==> config.mk <==
export PLATFORM = sky130hd
export DESIGN_NAME = ac_angle_calc
export DESIGN_NICKNAME = d
export VERILOG_FILES = /design/src/ac_pkg.sv /design/src/ac_angle_calc.sv
export VERILOG_INCLUDE_DIRS = /design/src
export SDC_FILE = /design/constraint.sdc
export NUM_CORES = 2
export LEC_CHECK = 0
export ABC_AREA = 0
export BUFFER_PORTS_ARGS = -buffer_cell sky130_fd_sc_hd__clkbuf_2
export CAP_MARGIN = 10
export CORE_MARGIN = 4
export CORE_UTILIZATION = 33
export DETAILED_ROUTE_END_ITERATION = 8
export GPL_TIMING_DRIVEN = 0
export PLACE_DENSITY = 0.55
export SYNTH_ARGS = -nofsm -noshare
export SYNTH_HDL_FRONTEND = slang
export SYNTH_SLANG_ARGS = --single-unit
==> constraint.sdc <==
create_clock -name sys_clk_i -period 35.2 [get_ports sys_clk_i]
set_input_delay 5.28 -clock sys_clk_i [delete_from_list [all_inputs] [get_ports sys_clk_i]]
set_output_delay 5.28 -clock sys_clk_i [all_outputs]
set_load 0.02 [all_outputs]
==> src/ac_defs.svh <==
// Offsets, field positions, reset values and counts of the angle post-processing path
`ifndef AC_DEFS_SVH
`define AC_DEFS_SVH

// ----------------------------------------------------------------
// Register offsets (byte addresses)
// ----------------------------------------------------------------
`define AC_ADDR_CTRL 9'h000
`define AC_ADDR_HYST 9'h004
`define AC_ADDR_PRE_OFFS 9'h008
`define AC_ADDR_LIMITS 9'h00C
`define AC_ADDR_GAIN 9'h010
`define AC_ADDR_POST_OFFS 9'h014
`define AC_ADDR_STATUS 9'h018
`define AC_ADDR_AXIS 9'h01C
`define AC_ADDR_ANGLE 9'h020
`define AC_ADDR_COEFF 9'h080

// ----------------------------------------------------------------
// Control register fields
// ----------------------------------------------------------------
`define AC_CTRL_BYPASS 0
`define AC_CTRL_ORDER 1
`define AC_CTRL_DIR_INV 2
`define AC_CTRL_THR_EN 3
`define AC_CTRL_GSAT_EN 4
`define AC_CTRL_OSAT_EN 5
`define AC_CTRL_LIN_LSB 6
`define AC_CTRL_SCALE_LSB 8

// ----------------------------------------------------------------
// Reset values and counts
// ----------------------------------------------------------------
`define AC_CTRL_RST 10'h030
`define AC_GAIN_RST 16'h0400
`define AC_ROLL_RST 8'h00
`define AC_COEFF_NUM 33
`define AC_VAR_POINTS 22
`define AC_VAR_Y_BASE 11
`define AC_CORDIC_ITER 16
`define AC_ANGLE_MAX 16'hFFFF
`define AC_ANGLE_HALF 16'h8000

`endif

==> src/ac_pkg.sv <==
// Types shared by the angle post-processing path
package ac_pkg;

  typedef enum logic [3:0] {
    AC_IDLE = 4'b0001,
    AC_LOAD = 4'b0010,
    AC_ITER = 4'b0100,
    AC_DONE = 4'b1000
  } ac_state_t;

  typedef enum logic [1:0] {
    AC_LIN_FIXED = 2'h0,
    AC_BIN_FIXED = 2'h1,
    AC_LIN_VAR = 2'h2,
    AC_BIN_VAR = 2'h3
  } ac_lin_mode_t;

endpackage

==> src/ac_angle_calc.sv <==
// Angle post-processing path: filter, arctangent, offsets, gain, linearization
//
// Function
// - Both channels pass a hysteresis filter with a 0..1023 LSB window first.
// - Filtered channel values are readable as 16-bit words over the register port.
// - Without bypass the angle is a CORDIC two-argument arctangent.
// - Order bit swaps sine/cosine roles, or picks channel in bypass.
// - Bypass adds 32768 to the signed channel value to form the angle.
// - Arctangent quadrants: (0,1)=0, (1,0)=90, (0,-1)=180, (-1,0)=270 degrees.
// - Direction bit replaces the angle with 360 minus the angle.
// - Pre-gain offset of 15 bits adds modulo 360, always wrapping.
// - Optional 8-bit low/high limits set only the saturation flag.
// - Gain is unsigned 6.10 fixed point; zero gain gives zero output.
// - Without gain saturation the gained angle wraps modulo 360.
// - With gain saturation overflow holds full scale, past rollover gives zero.
// - Rollover point is an 8-bit setting compared against the pre-gain angle.
// - Gain saturation resets enabled and rollover resets to zero.
// - Post-gain offset wraps, or clamps to 0..full scale; clamp resets enabled.
// - Post-gain offset is signed 16 bits of 720/65536 degrees.
// - Order: atan/bypass, direction, pre offset, gain, post offset, linearization.
// - Linearization holds 33 fixed points or configurable segment positions.
// - Two-bit mode picks fixed lin, fixed bin, variable lin, variable bin.
//
// The placing of the registers and the strobed register port were left to the implementer.
`timescale 1ns/1ps
`include "ac_defs.svh"

module ac_angle_calc #(
  parameter int HYST_W = 10
) (
  // Clock and reset
  input wire logic sys_clk_i,
  input wire logic rst_n_i,
  input wire logic ce_i,
  // Channel samples from the trim path
  input wire logic sample_valid_i,
  input wire logic [15:0] first_axis_raw_i,
  input wire logic [15:0] second_axis_raw_i,
  // Register port
  input wire logic [8:0] reg_addr_i,
  input wire logic [31:0] reg_wdata_i,
  input wire logic reg_wr_i,
  input wire logic reg_rd_i,
  output logic [31:0] reg_rdata_o,
  // Angle result
  output logic [15:0] angle_o,
  output logic angle_valid_o,
  output logic sat_flag_o,
  output logic busy_o
);
  import ac_pkg::*;

  // ----------------------------------------------------------------
  // Configuration registers
  // ----------------------------------------------------------------
  logic [9:0] ctrl_r;
  logic [31:0] hyst_r;
  logic [14:0] pre_offs_r;
  logic [23:0] limits_r;
  logic [15:0] gain_r;
  logic [15:0] post_offs_r;
  logic [12:0] coeff_r [`AC_COEFF_NUM];

  wire cfg_bypass = ctrl_r[`AC_CTRL_BYPASS];
  wire cfg_order = ctrl_r[`AC_CTRL_ORDER];
  wire cfg_dir_inv = ctrl_r[`AC_CTRL_DIR_INV];
  wire cfg_thr_en = ctrl_r[`AC_CTRL_THR_EN];
  wire cfg_gsat_en = ctrl_r[`AC_CTRL_GSAT_EN];
  wire cfg_osat_en = ctrl_r[`AC_CTRL_OSAT_EN];
  wire [1:0] cfg_lin = ctrl_r[`AC_CTRL_LIN_LSB +: 2];
  wire [1:0] cfg_scale = ctrl_r[`AC_CTRL_SCALE_LSB +: 2];
  wire [7:0] thr_low = limits_r[7:0];
  wire [7:0] thr_high = limits_r[15:8];
  wire [7:0] roll_pt = limits_r[23:16];

  wire wr_en = ce_i & reg_wr_i;
  wire wr_ctrl = wr_en && (reg_addr_i == `AC_ADDR_CTRL);
  wire wr_hyst = wr_en && (reg_addr_i == `AC_ADDR_HYST);
  wire wr_pre = wr_en && (reg_addr_i == `AC_ADDR_PRE_OFFS);
  wire wr_lim = wr_en && (reg_addr_i == `AC_ADDR_LIMITS);
  wire wr_gain = wr_en && (reg_addr_i == `AC_ADDR_GAIN);
  wire wr_post = wr_en && (reg_addr_i == `AC_ADDR_POST_OFFS);
  // Word index into the table, counted from its base address
  wire [8:0] coeff_off = reg_addr_i - `AC_ADDR_COEFF;
  wire [6:0] coeff_idx = coeff_off[8:2];
  wire coeff_hit = (reg_addr_i >= `AC_ADDR_COEFF) && (coeff_idx < 7'(`AC_COEFF_NUM));

  always_ff @(posedge sys_clk_i or negedge rst_n_i) begin
    if (!rst_n_i) begin
      ctrl_r <= `AC_CTRL_RST;
      hyst_r <= 32'h0;
      pre_offs_r <= 15'h0;
      limits_r <= {`AC_ROLL_RST, 16'h0};
      gain_r <= `AC_GAIN_RST;
      post_offs_r <= 16'h0;
    end else begin
      if (wr_ctrl) ctrl_r <= reg_wdata_i[9:0];
      if (wr_hyst) hyst_r <= reg_wdata_i;
      if (wr_pre) pre_offs_r <= reg_wdata_i[14:0];
      if (wr_lim) limits_r <= reg_wdata_i[23:0];
      if (wr_gain) gain_r <= reg_wdata_i[15:0];
      if (wr_post) post_offs_r <= reg_wdata_i[15:0];
    end
  end

  // Table kept without reset so it maps onto plain storage
  always_ff @(posedge sys_clk_i) begin
    if (wr_en && coeff_hit) begin
      coeff_r[coeff_idx[5:0]] <= reg_wdata_i[12:0];
    end
  end

  // ----------------------------------------------------------------
  // Hysteresis filters, one per channel
  // ----------------------------------------------------------------
  wire [1:0][15:0] filt_w;
  wire [1:0][15:0] raw_w = {second_axis_raw_i, first_axis_raw_i};

  // A reversal inside the window holds the output; leaving it moves the head across
  for (genvar g = 0; g < 2; g++) begin : g_hyst
    logic [15:0] filt_r;
    logic up_r;
    logic seen_r;
    wire [HYST_W-1:0] win = hyst_r[g*16 +: HYST_W];
    wire signed [16:0] diff = $signed({raw_w[g][15], raw_w[g]}) - $signed({filt_r[15], filt_r});
    wire signed [16:0] win_s = $signed(17'(win));
    wire fwd = up_r ? (diff > 17'sh0) : (diff < 17'sh0);
    wire flip = up_r ? (diff < -win_s) : (diff > win_s);
    wire first = !seen_r && (diff != 17'sh0);
    wire take = (win == '0) || first || fwd || flip;
    always_ff @(posedge sys_clk_i or negedge rst_n_i) begin
      if (!rst_n_i) begin
        filt_r <= 16'h0;
        up_r <= 1'b1;
        seen_r <= 1'b0;
      end else if (ce_i && sample_valid_i) begin
        if (take) filt_r <= raw_w[g];
        if (first || flip) up_r <= (diff > 17'sh0);
        if (first) seen_r <= 1'b1;
      end
    end
    assign filt_w[g] = filt_r;
  end

  wire [15:0] first_axis_filtered = filt_w[0];
  wire [15:0] second_axis_filtered = filt_w[1];

  // ----------------------------------------------------------------
  // Sequencer and CORDIC
  // ----------------------------------------------------------------
  ac_state_t state_r;
  ac_state_t state_nxt;
  logic [3:0] it_r;
  logic signed [19:0] x_r;
  logic signed [19:0] y_r;
  logic [15:0] z_r;

  function automatic logic [15:0] ac_atan(input logic [3:0] i);
    case (i)
      4'h0: ac_atan = 16'h2000;
      4'h1: ac_atan = 16'h12E4;
      4'h2: ac_atan = 16'h09FB;
      4'h3: ac_atan = 16'h0511;
      4'h4: ac_atan = 16'h028B;
      4'h5: ac_atan = 16'h0146;
      4'h6: ac_atan = 16'h00A3;
      4'h7: ac_atan = 16'h0051;
      4'h8: ac_atan = 16'h0029;
      4'h9: ac_atan = 16'h0014;
      4'hA: ac_atan = 16'h000A;
      4'hB: ac_atan = 16'h0005;
      4'hC: ac_atan = 16'h0003;
      4'hD: ac_atan = 16'h0001;
      4'hE: ac_atan = 16'h0001;
      default: ac_atan = 16'h0000;
    endcase
  endfunction

  // Order bit decides which channel plays sine
  wire [15:0] sin_in = cfg_order ? second_axis_filtered : first_axis_filtered;
  wire [15:0] cos_in = cfg_order ? first_axis_filtered : second_axis_filtered;
  wire signed [19:0] sin_ext = 20'(signed'(sin_in));
  wire signed [19:0] cos_ext = 20'(signed'(cos_in));
  wire cos_neg = cos_ext < 20'sh0;
  // Pre-rotation by half a turn keeps the vector in the right half plane
  wire signed [19:0] x_load = cos_neg ? -cos_ext : cos_ext;
  wire signed [19:0] y_load = cos_neg ? -sin_ext : sin_ext;
  wire [15:0] z_load = cos_neg ? `AC_ANGLE_HALF : 16'h0;
  // Offset binary: most negative reads as zero angle
  wire [15:0] byp_angle = sin_in ^ `AC_ANGLE_HALF;
  // Arithmetic shifts round toward minus infinity; the error stays in the last bits
  wire signed [19:0] x_sh = x_r >>> it_r;
  wire signed [19:0] y_sh = y_r >>> it_r;
  wire y_pos = y_r >= 20'sh0;
  // Sixteen steps suit 16-bit codes; table rounding may cost a few codes
  wire last_it = (it_r == 4'(`AC_CORDIC_ITER - 1));

  // Samples seen while busy still feed the filters but start nothing
  always_comb begin
    state_nxt = state_r;
    case (state_r)
      AC_IDLE: if (sample_valid_i) state_nxt = AC_LOAD;
      AC_LOAD: state_nxt = cfg_bypass ? AC_DONE : AC_ITER;
      AC_ITER: if (last_it) state_nxt = AC_DONE;
      AC_DONE: state_nxt = AC_IDLE;
      default: state_nxt = AC_IDLE;
    endcase
  end

  always_ff @(posedge sys_clk_i or negedge rst_n_i) begin
    if (!rst_n_i) begin
      state_r <= AC_IDLE;
      it_r <= 4'h0;
      x_r <= 20'sh0;
      y_r <= 20'sh0;
      z_r <= 16'h0;
    end else if (ce_i) begin
      state_r <= state_nxt;
      if (state_r == AC_LOAD) begin
        it_r <= 4'h0;
        x_r <= x_load;
        y_r <= y_load;
        z_r <= cfg_bypass ? byp_angle : z_load;
      end else if (state_r == AC_ITER) begin
        it_r <= it_r + 4'h1;
        x_r <= y_pos ? x_r + y_sh : x_r - y_sh;
        y_r <= y_pos ? y_r - x_sh : y_r + x_sh;
        z_r <= y_pos ? z_r + ac_atan(it_r) : z_r - ac_atan(it_r);
      end
    end
  end

  // ----------------------------------------------------------------
  // Angle chain, evaluated on the finished raw angle
  // ----------------------------------------------------------------
  wire [15:0] ang0 = z_r;
  wire [15:0] ang1 = cfg_dir_inv ? 16'h0 - ang0 : ang0;
  wire [15:0] ang2 = ang1 + {pre_offs_r, 1'b0};
  wire thr_lo = ang2[15:8] < thr_low;
  wire thr_hi = ang2[15:8] > thr_high;
  wire thr_hit = cfg_thr_en && (thr_lo || thr_hi);

  wire [31:0] prod = ang2 * gain_r;
  wire [21:0] prod_int = prod[31:10];
  wire g_ovf = prod_int[21:16] != 6'h0;
  wire past_roll = ang2 > {roll_pt, 8'h0};
  // Overflow is tested first, so a low rollover never cuts the linear part
  logic [15:0] ang3;
  always_comb begin
    if (!g_ovf || !cfg_gsat_en) begin
      ang3 = prod_int[15:0];
    end else if (past_roll) begin
      ang3 = 16'h0;
    end else begin
      ang3 = `AC_ANGLE_MAX;
    end
  end

  // Post offset counts two angle codes per step
  wire signed [18:0] post_add = $signed({post_offs_r[15], post_offs_r[15], post_offs_r, 1'b0});
  wire signed [18:0] post_sum = $signed({3'b000, ang3}) + post_add;
  logic [15:0] ang4;
  always_comb begin
    if (!cfg_osat_en) begin
      ang4 = post_sum[15:0];
    end else if (post_sum < 19'sh0) begin
      ang4 = 16'h0;
    end else if (post_sum > 19'sh0FFFF) begin
      ang4 = `AC_ANGLE_MAX;
    end else begin
      ang4 = post_sum[15:0];
    end
  end

  // ----------------------------------------------------------------
  // Linearization and binning
  // ----------------------------------------------------------------
  wire [4:0] seg = ang4[15:11];
  wire [10:0] frac = ang4[10:0];
  wire signed [13:0] y_lo = 14'(signed'(coeff_r[seg]));
  wire [5:0] seg_nxt = 6'(seg) + 6'h1;
  wire signed [13:0] y_hi = 14'(signed'(coeff_r[seg_nxt]));
  wire signed [13:0] y_dlt = y_hi - y_lo;
  wire signed [25:0] y_mul = y_dlt * $signed({1'b0, frac});
  wire signed [13:0] y_fix = y_lo + 14'(y_mul >>> 11);

  // X points should rise; one that falls only shifts the count
  logic [4:0] var_cnt;
  always_comb begin
    var_cnt = 5'h0;
    for (int j = 0; j < `AC_VAR_POINTS; j++) begin
      if (coeff_r[j/2][(j%2)*6 +: 6] <= ang4[15:10]) var_cnt = var_cnt + 5'h1;
    end
  end
  wire [5:0] var_sel = (var_cnt == 5'h0) ? 6'(`AC_VAR_Y_BASE) :
                       6'(`AC_VAR_Y_BASE) + 6'(var_cnt) - 6'h1;
  wire signed [13:0] y_var = 14'(signed'(coeff_r[var_sel]));

  // Codes are negated corrections; scale selects 2, 4, 8 or 16 codes per step
  wire signed [13:0] corr = (cfg_lin == AC_LIN_FIXED) ? y_fix : y_var;
  wire [2:0] corr_shamt = 3'(cfg_scale) + 3'h1;
  wire signed [19:0] corr_sh = 20'(corr) <<< corr_shamt;
  wire signed [19:0] lin_sum = $signed({4'h0, ang4}) - corr_sh;
  wire [15:0] lin_clip = (lin_sum < 20'sh0) ? 16'h0 :
                         (lin_sum > 20'sh0FFFF) ? `AC_ANGLE_MAX : lin_sum[15:0];
  logic [15:0] ang5;
  always_comb begin
    case (cfg_lin)
      AC_LIN_FIXED: ang5 = lin_clip;
      AC_BIN_FIXED: ang5 = {coeff_r[seg], 3'h0};
      AC_LIN_VAR: ang5 = lin_clip;
      AC_BIN_VAR: ang5 = (var_cnt == 5'h0) ? 16'h0 : {coeff_r[var_sel], 3'h0};
      default: ang5 = ang4;
    endcase
  end
  wire [15:0] ang_final = (gain_r == 16'h0) ? 16'h0 : ang5;

  // ----------------------------------------------------------------
  // Result and read-back
  // ----------------------------------------------------------------
  // Angle and flag move together, only when a result is finished
  logic [15:0] angle_r;
  logic valid_r;
  logic sat_r;
  always_ff @(posedge sys_clk_i or negedge rst_n_i) begin
    if (!rst_n_i) begin
      angle_r <= 16'h0;
      valid_r <= 1'b0;
      sat_r <= 1'b0;
    end else if (ce_i) begin
      valid_r <= (state_r == AC_DONE);
      if (state_r == AC_DONE) begin
        angle_r <= ang_final;
        sat_r <= thr_hit;
      end
    end
  end

  wire [31:0] coeff_rd = coeff_hit ? {19'h0, coeff_r[coeff_idx[5:0]]} : 32'h0;
  logic [31:0] rd_mux;
  always_comb begin
    case (reg_addr_i)
      `AC_ADDR_CTRL: rd_mux = {22'h0, ctrl_r};
      `AC_ADDR_HYST: rd_mux = hyst_r;
      `AC_ADDR_PRE_OFFS: rd_mux = {17'h0, pre_offs_r};
      `AC_ADDR_LIMITS: rd_mux = {8'h0, limits_r};
      `AC_ADDR_GAIN: rd_mux = {16'h0, gain_r};
      `AC_ADDR_POST_OFFS: rd_mux = {16'h0, post_offs_r};
      `AC_ADDR_STATUS: rd_mux = {30'h0, state_r != AC_IDLE, sat_r};
      `AC_ADDR_AXIS: rd_mux = {second_axis_filtered, first_axis_filtered};
      `AC_ADDR_ANGLE: rd_mux = {16'h0, angle_r};
      default: rd_mux = coeff_rd;
    endcase
  end

  // Zero between answers, so a stale word is never taken for a new one
  logic [31:0] rdata_r;
  always_ff @(posedge sys_clk_i or negedge rst_n_i) begin
    if (!rst_n_i) begin
      rdata_r <= 32'h0;
    end else if (ce_i) begin
      rdata_r <= reg_rd_i ? rd_mux : 32'h0;
    end
  end

  assign reg_rdata_o = rdata_r;
  assign angle_o = angle_r;
  assign angle_valid_o = valid_r;
  assign sat_flag_o = sat_r;
  assign busy_o = (state_r != AC_IDLE);

endmodule

==> impl_metrics.prom <==
# TYPE chip_impl_metric gauge
chip_impl_info{name="status",value="finished with violations"} 1
chip_impl_info{name="failed_checks",value="capacitance limit, slew limit"} 1
chip_impl_info{name="timing.setup.critical_path_class",value="reg2reg"} 1
chip_impl_metric{name="clock_tree.htree_level_count",unit=""} 3
chip_impl_metric{name="tns",unit="ns"} 0
chip_impl_metric{name="ioPinCount",unit=""} 130
chip_impl_metric{name="critical-path-max-stage-delay",unit="ns"} 0.74
chip_impl_metric{name="clkTransAtPathRegs",unit="ns"} 0.07
chip_impl_metric{name="slew_violations",unit=""} 11
chip_impl_info{name="hold_path_startpoint",value="reg_rdata_o[18]"} 1
chip_impl_metric{name="first_global_vias",unit=""} 71660
chip_impl_metric{name="min_period_over_period",unit=""} 0.9636
chip_impl_metric{name="number_of_cell_rows",unit=""} 182
chip_impl_metric{name="synth_compound_gate_area_share",unit=""} 0.1357
chip_impl_metric{name="yosys_register_bits",unit=""} 887
chip_impl_metric{name="dpl_cell_area",unit="mm2"} 0.08821
chip_impl_metric{name="detailed_place_hpwl",unit="um"} 308600
chip_impl_info{name="critical-path-top-cell-by-count",value="sky130_fd_sc_hd__ha_1"} 1
chip_impl_info{name="hold_class",value="reg2reg"} 1
chip_impl_metric{name="grt_overflow",unit=""} 0
chip_impl_metric{name="yosys.area_share.xor_xnor",unit=""} 0.04032
chip_impl_metric{name="global_route_wire_length_before_repair",unit="um"} 554500
chip_impl_metric{name="slew-limit-headroom",unit=""} -0.02286
chip_impl_metric{name="netlist_area",unit="mm2"} 0.08165
chip_impl_metric{name="drt_drc_violations_left",unit=""} 0
chip_impl_info{name="cp-start-kind",value="flop"} 1
chip_impl_metric{name="dr.first_iter.drc_count",unit=""} 11010
chip_impl_metric{name="timing.final.crit_period",unit="ns"} 33.92
chip_impl_metric{name="clk_latency",unit="ns"} 0.83
chip_impl_metric{name="chipHeight",unit="um"} 505.4
chip_impl_metric{name="hold_ws",unit="ns"} 0.4842
chip_impl_metric{name="finalClockSkew",unit="ns"} 0.1321
chip_impl_metric{name="synth_cell_types",unit=""} 102
chip_impl_metric{name="synthesis.yosys.warnings",unit=""} 0
chip_impl_metric{name="synth_mux_area_frac",unit=""} 0.1665
chip_impl_metric{name="grt_use_met3",unit=""} 0.09635
chip_impl_metric{name="dr.pass1.iters",unit=""} 9
chip_impl_metric{name="grt_use_met1",unit=""} 0.3791
chip_impl_metric{name="clock_tree.buffer_depth",unit=""} 3
chip_impl_metric{name="postSynth.asyncResetShare",unit=""} 0.2965
chip_impl_info{name="clock_tree.root_cell",value="sky130_fd_sc_hd__clkbuf_16"} 1
chip_impl_metric{name="required_time_worst_endpoint",unit="ns"} 35.81
chip_impl_metric{name="route.detailed.wl_per_inst",unit="um"} 33.85
chip_impl_info{name="crit_slowest_cell",value="sky130_fd_sc_hd__mux2i_1"} 1
chip_impl_metric{name="worst-r2r-setup-slack",unit="ns"} 1.28
chip_impl_metric{name="fmax",unit="MHz"} 29.48
chip_impl_metric{name="postRouteAntennaNets",unit=""} 0
chip_impl_metric{name="wirelength",unit="um"} 402400
chip_impl_metric{name="horiz_die_dim",unit="um"} 505.4
chip_impl_metric{name="initial_utilization",unit=""} 0.3317
chip_impl_metric{name="maxCapViolations",unit=""} 1
chip_impl_metric{name="number_of_antenna_violations_at_the_first_check_in_global_routing",unit=""} 38
chip_impl_metric{name="synth_nets",unit=""} 8960
chip_impl_metric{name="grt_max_degree",unit=""} 108
chip_impl_metric{name="cts.sink_count",unit=""} 887
chip_impl_metric{name="vias_per_cell",unit=""} 6.252
chip_impl_metric{name="drive_above_1_share",unit=""} 0.1733
chip_impl_info{name="cp-end-kind",value="flop"} 1
chip_impl_info{name="worst_setup_path_startpoint",value="ang0[0]"} 1
chip_impl_metric{name="syn-instance-count",unit=""} 7979
chip_impl_metric{name="worstMarginPinSlew",unit="ns"} 1.534
chip_impl_metric{name="count_of_flip_flops_with_a_built_in_enable_after_synthesis",unit=""} 624
chip_impl_metric{name="final_cell_area",unit="mm2"} 0.09559
chip_impl_info{name="combinational_family_with_the_most_area_after_synthesis",value="adder cells"} 1
chip_impl_metric{name="area_delta_synth_final",unit="%"} 17.08
chip_impl_metric{name="basic_gate_share_of_the_synthesized_area_counting_and_or_nand_and_nor_cells",unit=""} 0.1242
chip_impl_info{name="timing.rr.start",value="ang0[0]"} 1
chip_impl_metric{name="routed-via-count",unit=""} 74320
chip_impl_info{name="tritoncts",value="yes"} 1
chip_impl_metric{name="post_synth_fa_ha_maj_area_fraction",unit=""} 0.1697
chip_impl_metric{name="sequential_area_share_after_synthesis",unit=""} 0.3102
chip_impl_metric{name="globalRouteMet2Util",unit=""} 0.4526
chip_impl_metric{name="fp.coreArea",unit="mm2"} 0.2462
chip_impl_info{name="grt-busiest-layer",value="met2"} 1
chip_impl_metric{name="design.final.nets",unit=""} 9444
chip_impl_metric{name="crit_fanout",unit=""} 10
chip_impl_metric{name="finalCoreUtilization",unit=""} 0.3883
chip_impl_metric{name="synth_area_per_cell",unit="um2"} 10.23
chip_impl_metric{name="io_buffer_count",unit=""} 123
chip_impl_metric{name="die_area",unit="mm2"} 0.2554
chip_impl_metric{name="globalplace.congestion",unit=""} 1.059
chip_impl_metric{name="final-hold-violation-count",unit=""} 0
chip_impl_metric{name="setup-violations-final",unit=""} 0
chip_impl_info{name="synth_top_flop_cell",value="sky130_fd_sc_hd__edfxtp_1"} 1
chip_impl_metric{name="grtUsageTotal",unit=""} 0.3035
chip_impl_metric{name="cts_buffers",unit=""} 108
chip_impl_metric{name="critPathArrivalTime",unit="ns"} 34.53
## cells in the mapped netlist, types with 30 or more instances
cell type                    n  area share
sky130_fd_sc_hd__o211ai_1   34      0.0031
sky130_fd_sc_hd__xnor2_1   227       0.024
sky130_fd_sc_hd__nor2b_1   114      0.0087
sky130_fd_sc_hd__o22ai_1    32      0.0025
sky130_fd_sc_hd__o221ai_1   37      0.0040
sky130_fd_sc_hd__dfrtp_1   257       0.079
sky130_fd_sc_hd__clkbuf_1  371       0.017
sky130_fd_sc_hd__mux2i_1   358       0.044
sky130_fd_sc_hd__nand2_1   820       0.038
sky130_fd_sc_hd__o21ai_0   339       0.021
sky130_fd_sc_hd__o31ai_1    40      0.0037
sky130_fd_sc_hd__o21bai_1   56      0.0051
sky130_fd_sc_hd__xor2_1    102       0.011
sky130_fd_sc_hd__o21a_1     57      0.0052
sky130_fd_sc_hd__a31oi_1    85      0.0065
sky130_fd_sc_hd__a21oi_1   374       0.023
sky130_fd_sc_hd__nor2_1    419       0.019
sky130_fd_sc_hd__and2_1    173       0.013
sky130_fd_sc_hd__buf_1      79      0.0036
sky130_fd_sc_hd__nand4_1    35      0.0027
sky130_fd_sc_hd__a311oi_1   30      0.0032
sky130_fd_sc_hd__nor3_1    143      0.0088
sky130_fd_sc_hd__nand2b_1   93      0.0071
sky130_fd_sc_hd__mux4_2    374        0.10
sky130_fd_sc_hd__a211oi_1   90      0.0083
sky130_fd_sc_hd__a22oi_1    47      0.0043
sky130_fd_sc_hd__and3_1     46      0.0035
sky130_fd_sc_hd__ha_1      560       0.086
sky130_fd_sc_hd__or3_1      31      0.0024
sky130_fd_sc_hd__edfxtp_1  624        0.23
sky130_fd_sc_hd__mux2_2    140       0.019
sky130_fd_sc_hd__a21o_1     75      0.0069
sky130_fd_sc_hd__nand3_1   189       0.012
sky130_fd_sc_hd__fa_1      342       0.084
sky130_fd_sc_hd__inv_1     659       0.030
sky130_fd_sc_hd__a221oi_1  162       0.017
## registers in the layout, indices dropped and copies added, names as in the netlist, 20 cells and up
signal	cells
reg_rdata_o	32
y_r	20
limits_r	24
coeff_r	624
hyst_r	32
x_r	20
## cells in the final DEF, fill, tap and decap left out, types with 160 or more instances in the layout
cell                       synthesis  layout
sky130_fd_sc_hd__nand2_1         820     815
sky130_fd_sc_hd__inv_1           659     653
sky130_fd_sc_hd__edfxtp_1        624     624
sky130_fd_sc_hd__ha_1            560     547
sky130_fd_sc_hd__mux4_2          374     374
sky130_fd_sc_hd__nor2_1          419     358
sky130_fd_sc_hd__a21oi_1         374     348
sky130_fd_sc_hd__fa_1            342     340
sky130_fd_sc_hd__mux2i_1         358     335
sky130_fd_sc_hd__clkbuf_1        371     324
sky130_fd_sc_hd__o21ai_0         339     314
sky130_fd_sc_hd__dfrtp_1         257     253
sky130_fd_sc_hd__xnor2_1         227     217
sky130_fd_sc_hd__nand3_1         189     187
sky130_fd_sc_hd__and2_1          173     169
sky130_fd_sc_hd__buf_4             2     164
sky130_fd_sc_hd__a221oi_1        162     160
## worst paths after layout
path                                              to  cells past startpoint
worst max-delay path                      angle_o[7]                    174
worst min-delay path                 reg_rdata_o[18]                      1
worst max register to register            angle_o[7]                    174
worst min register to register       reg_rdata_o[18]                      1
max in group asynchronous                 gain_r[12]                      3
min in group asynchronous       g_hyst[1].filt_r[13]                      1
## critical path: cells and delay by family (launching register included)
kind	cells	cell delay (ns)
adders and majority gates	34	11.37
AOI/OAI and AO/OA	56	9.26
and+or+nand+nor	46	5.73
buffers and inverters	25	3.37
muxes	10	2.98
xor gates and xnor gates	3	0.51
DFF	1	0.37
## routing by layer
| layer | wire length, um | share of wire |
|---|---|---|
| met4 | 32950 | 0.082 |
| met5 | 156 | 0.00039 |
| met2 | 170800 | 0.42 |
| met3 | 47950 | 0.12 |
| met1 | 150500 | 0.37 |
## cell type report
cell class	instances	area (um2)
antenna	20	50.05
buffer	463	2584
clock buffer	143	2925
clock inverter	59	724.4
fill	24030	150600
inverter	667	2541
multi-input combinational	5944	53450
sequential	887	25330
tap	3312	4144
timing repair buffer	391	3831
timing repair inverter	1	8.758
## what timing repair did
action                                  CTS  global route
hold buffers                              0             0
resized for setup                       383           180
setup buffers                            71            86
gates cloned                              1             8
pin swaps                                37            64
endpoints found under the setup margin   16            16
## stage by stage
| step | std cells | worst slack [ns] |
|---|---|---|
| finish | 11890 | 1.283 |
| CTS | 11770 | 0.002867 |
| global placement | 11410 | -13.87 |
| floorplan | 7979 | 0.08284 |
| global route | 11870 | -0.2011 |
| detailed placement | 11510 | -13.54 |
## logic make-up (layout without fill, tap and decap cells)
| logic type | count (synthesis) | after routing |
|---|---|---|
| buffers and inverters | 1148 | 1724 |
| AND/OR/NAND/NOR | 2167 | 2167 |
| adder cells (fa/ha/maj) | 902 | 902 |
| XOR/XNOR | 349 | 349 |
| multiplexers | 873 | 873 |
| AO/OA/AOI/OAI | 1653 | 1653 |
| flip-flops | 887 | 887 |
| other | 0 | 20 |
Power is not shown: default switching activity piles up to over one toggle a cycle in this logic, so the estimate is an artifact.
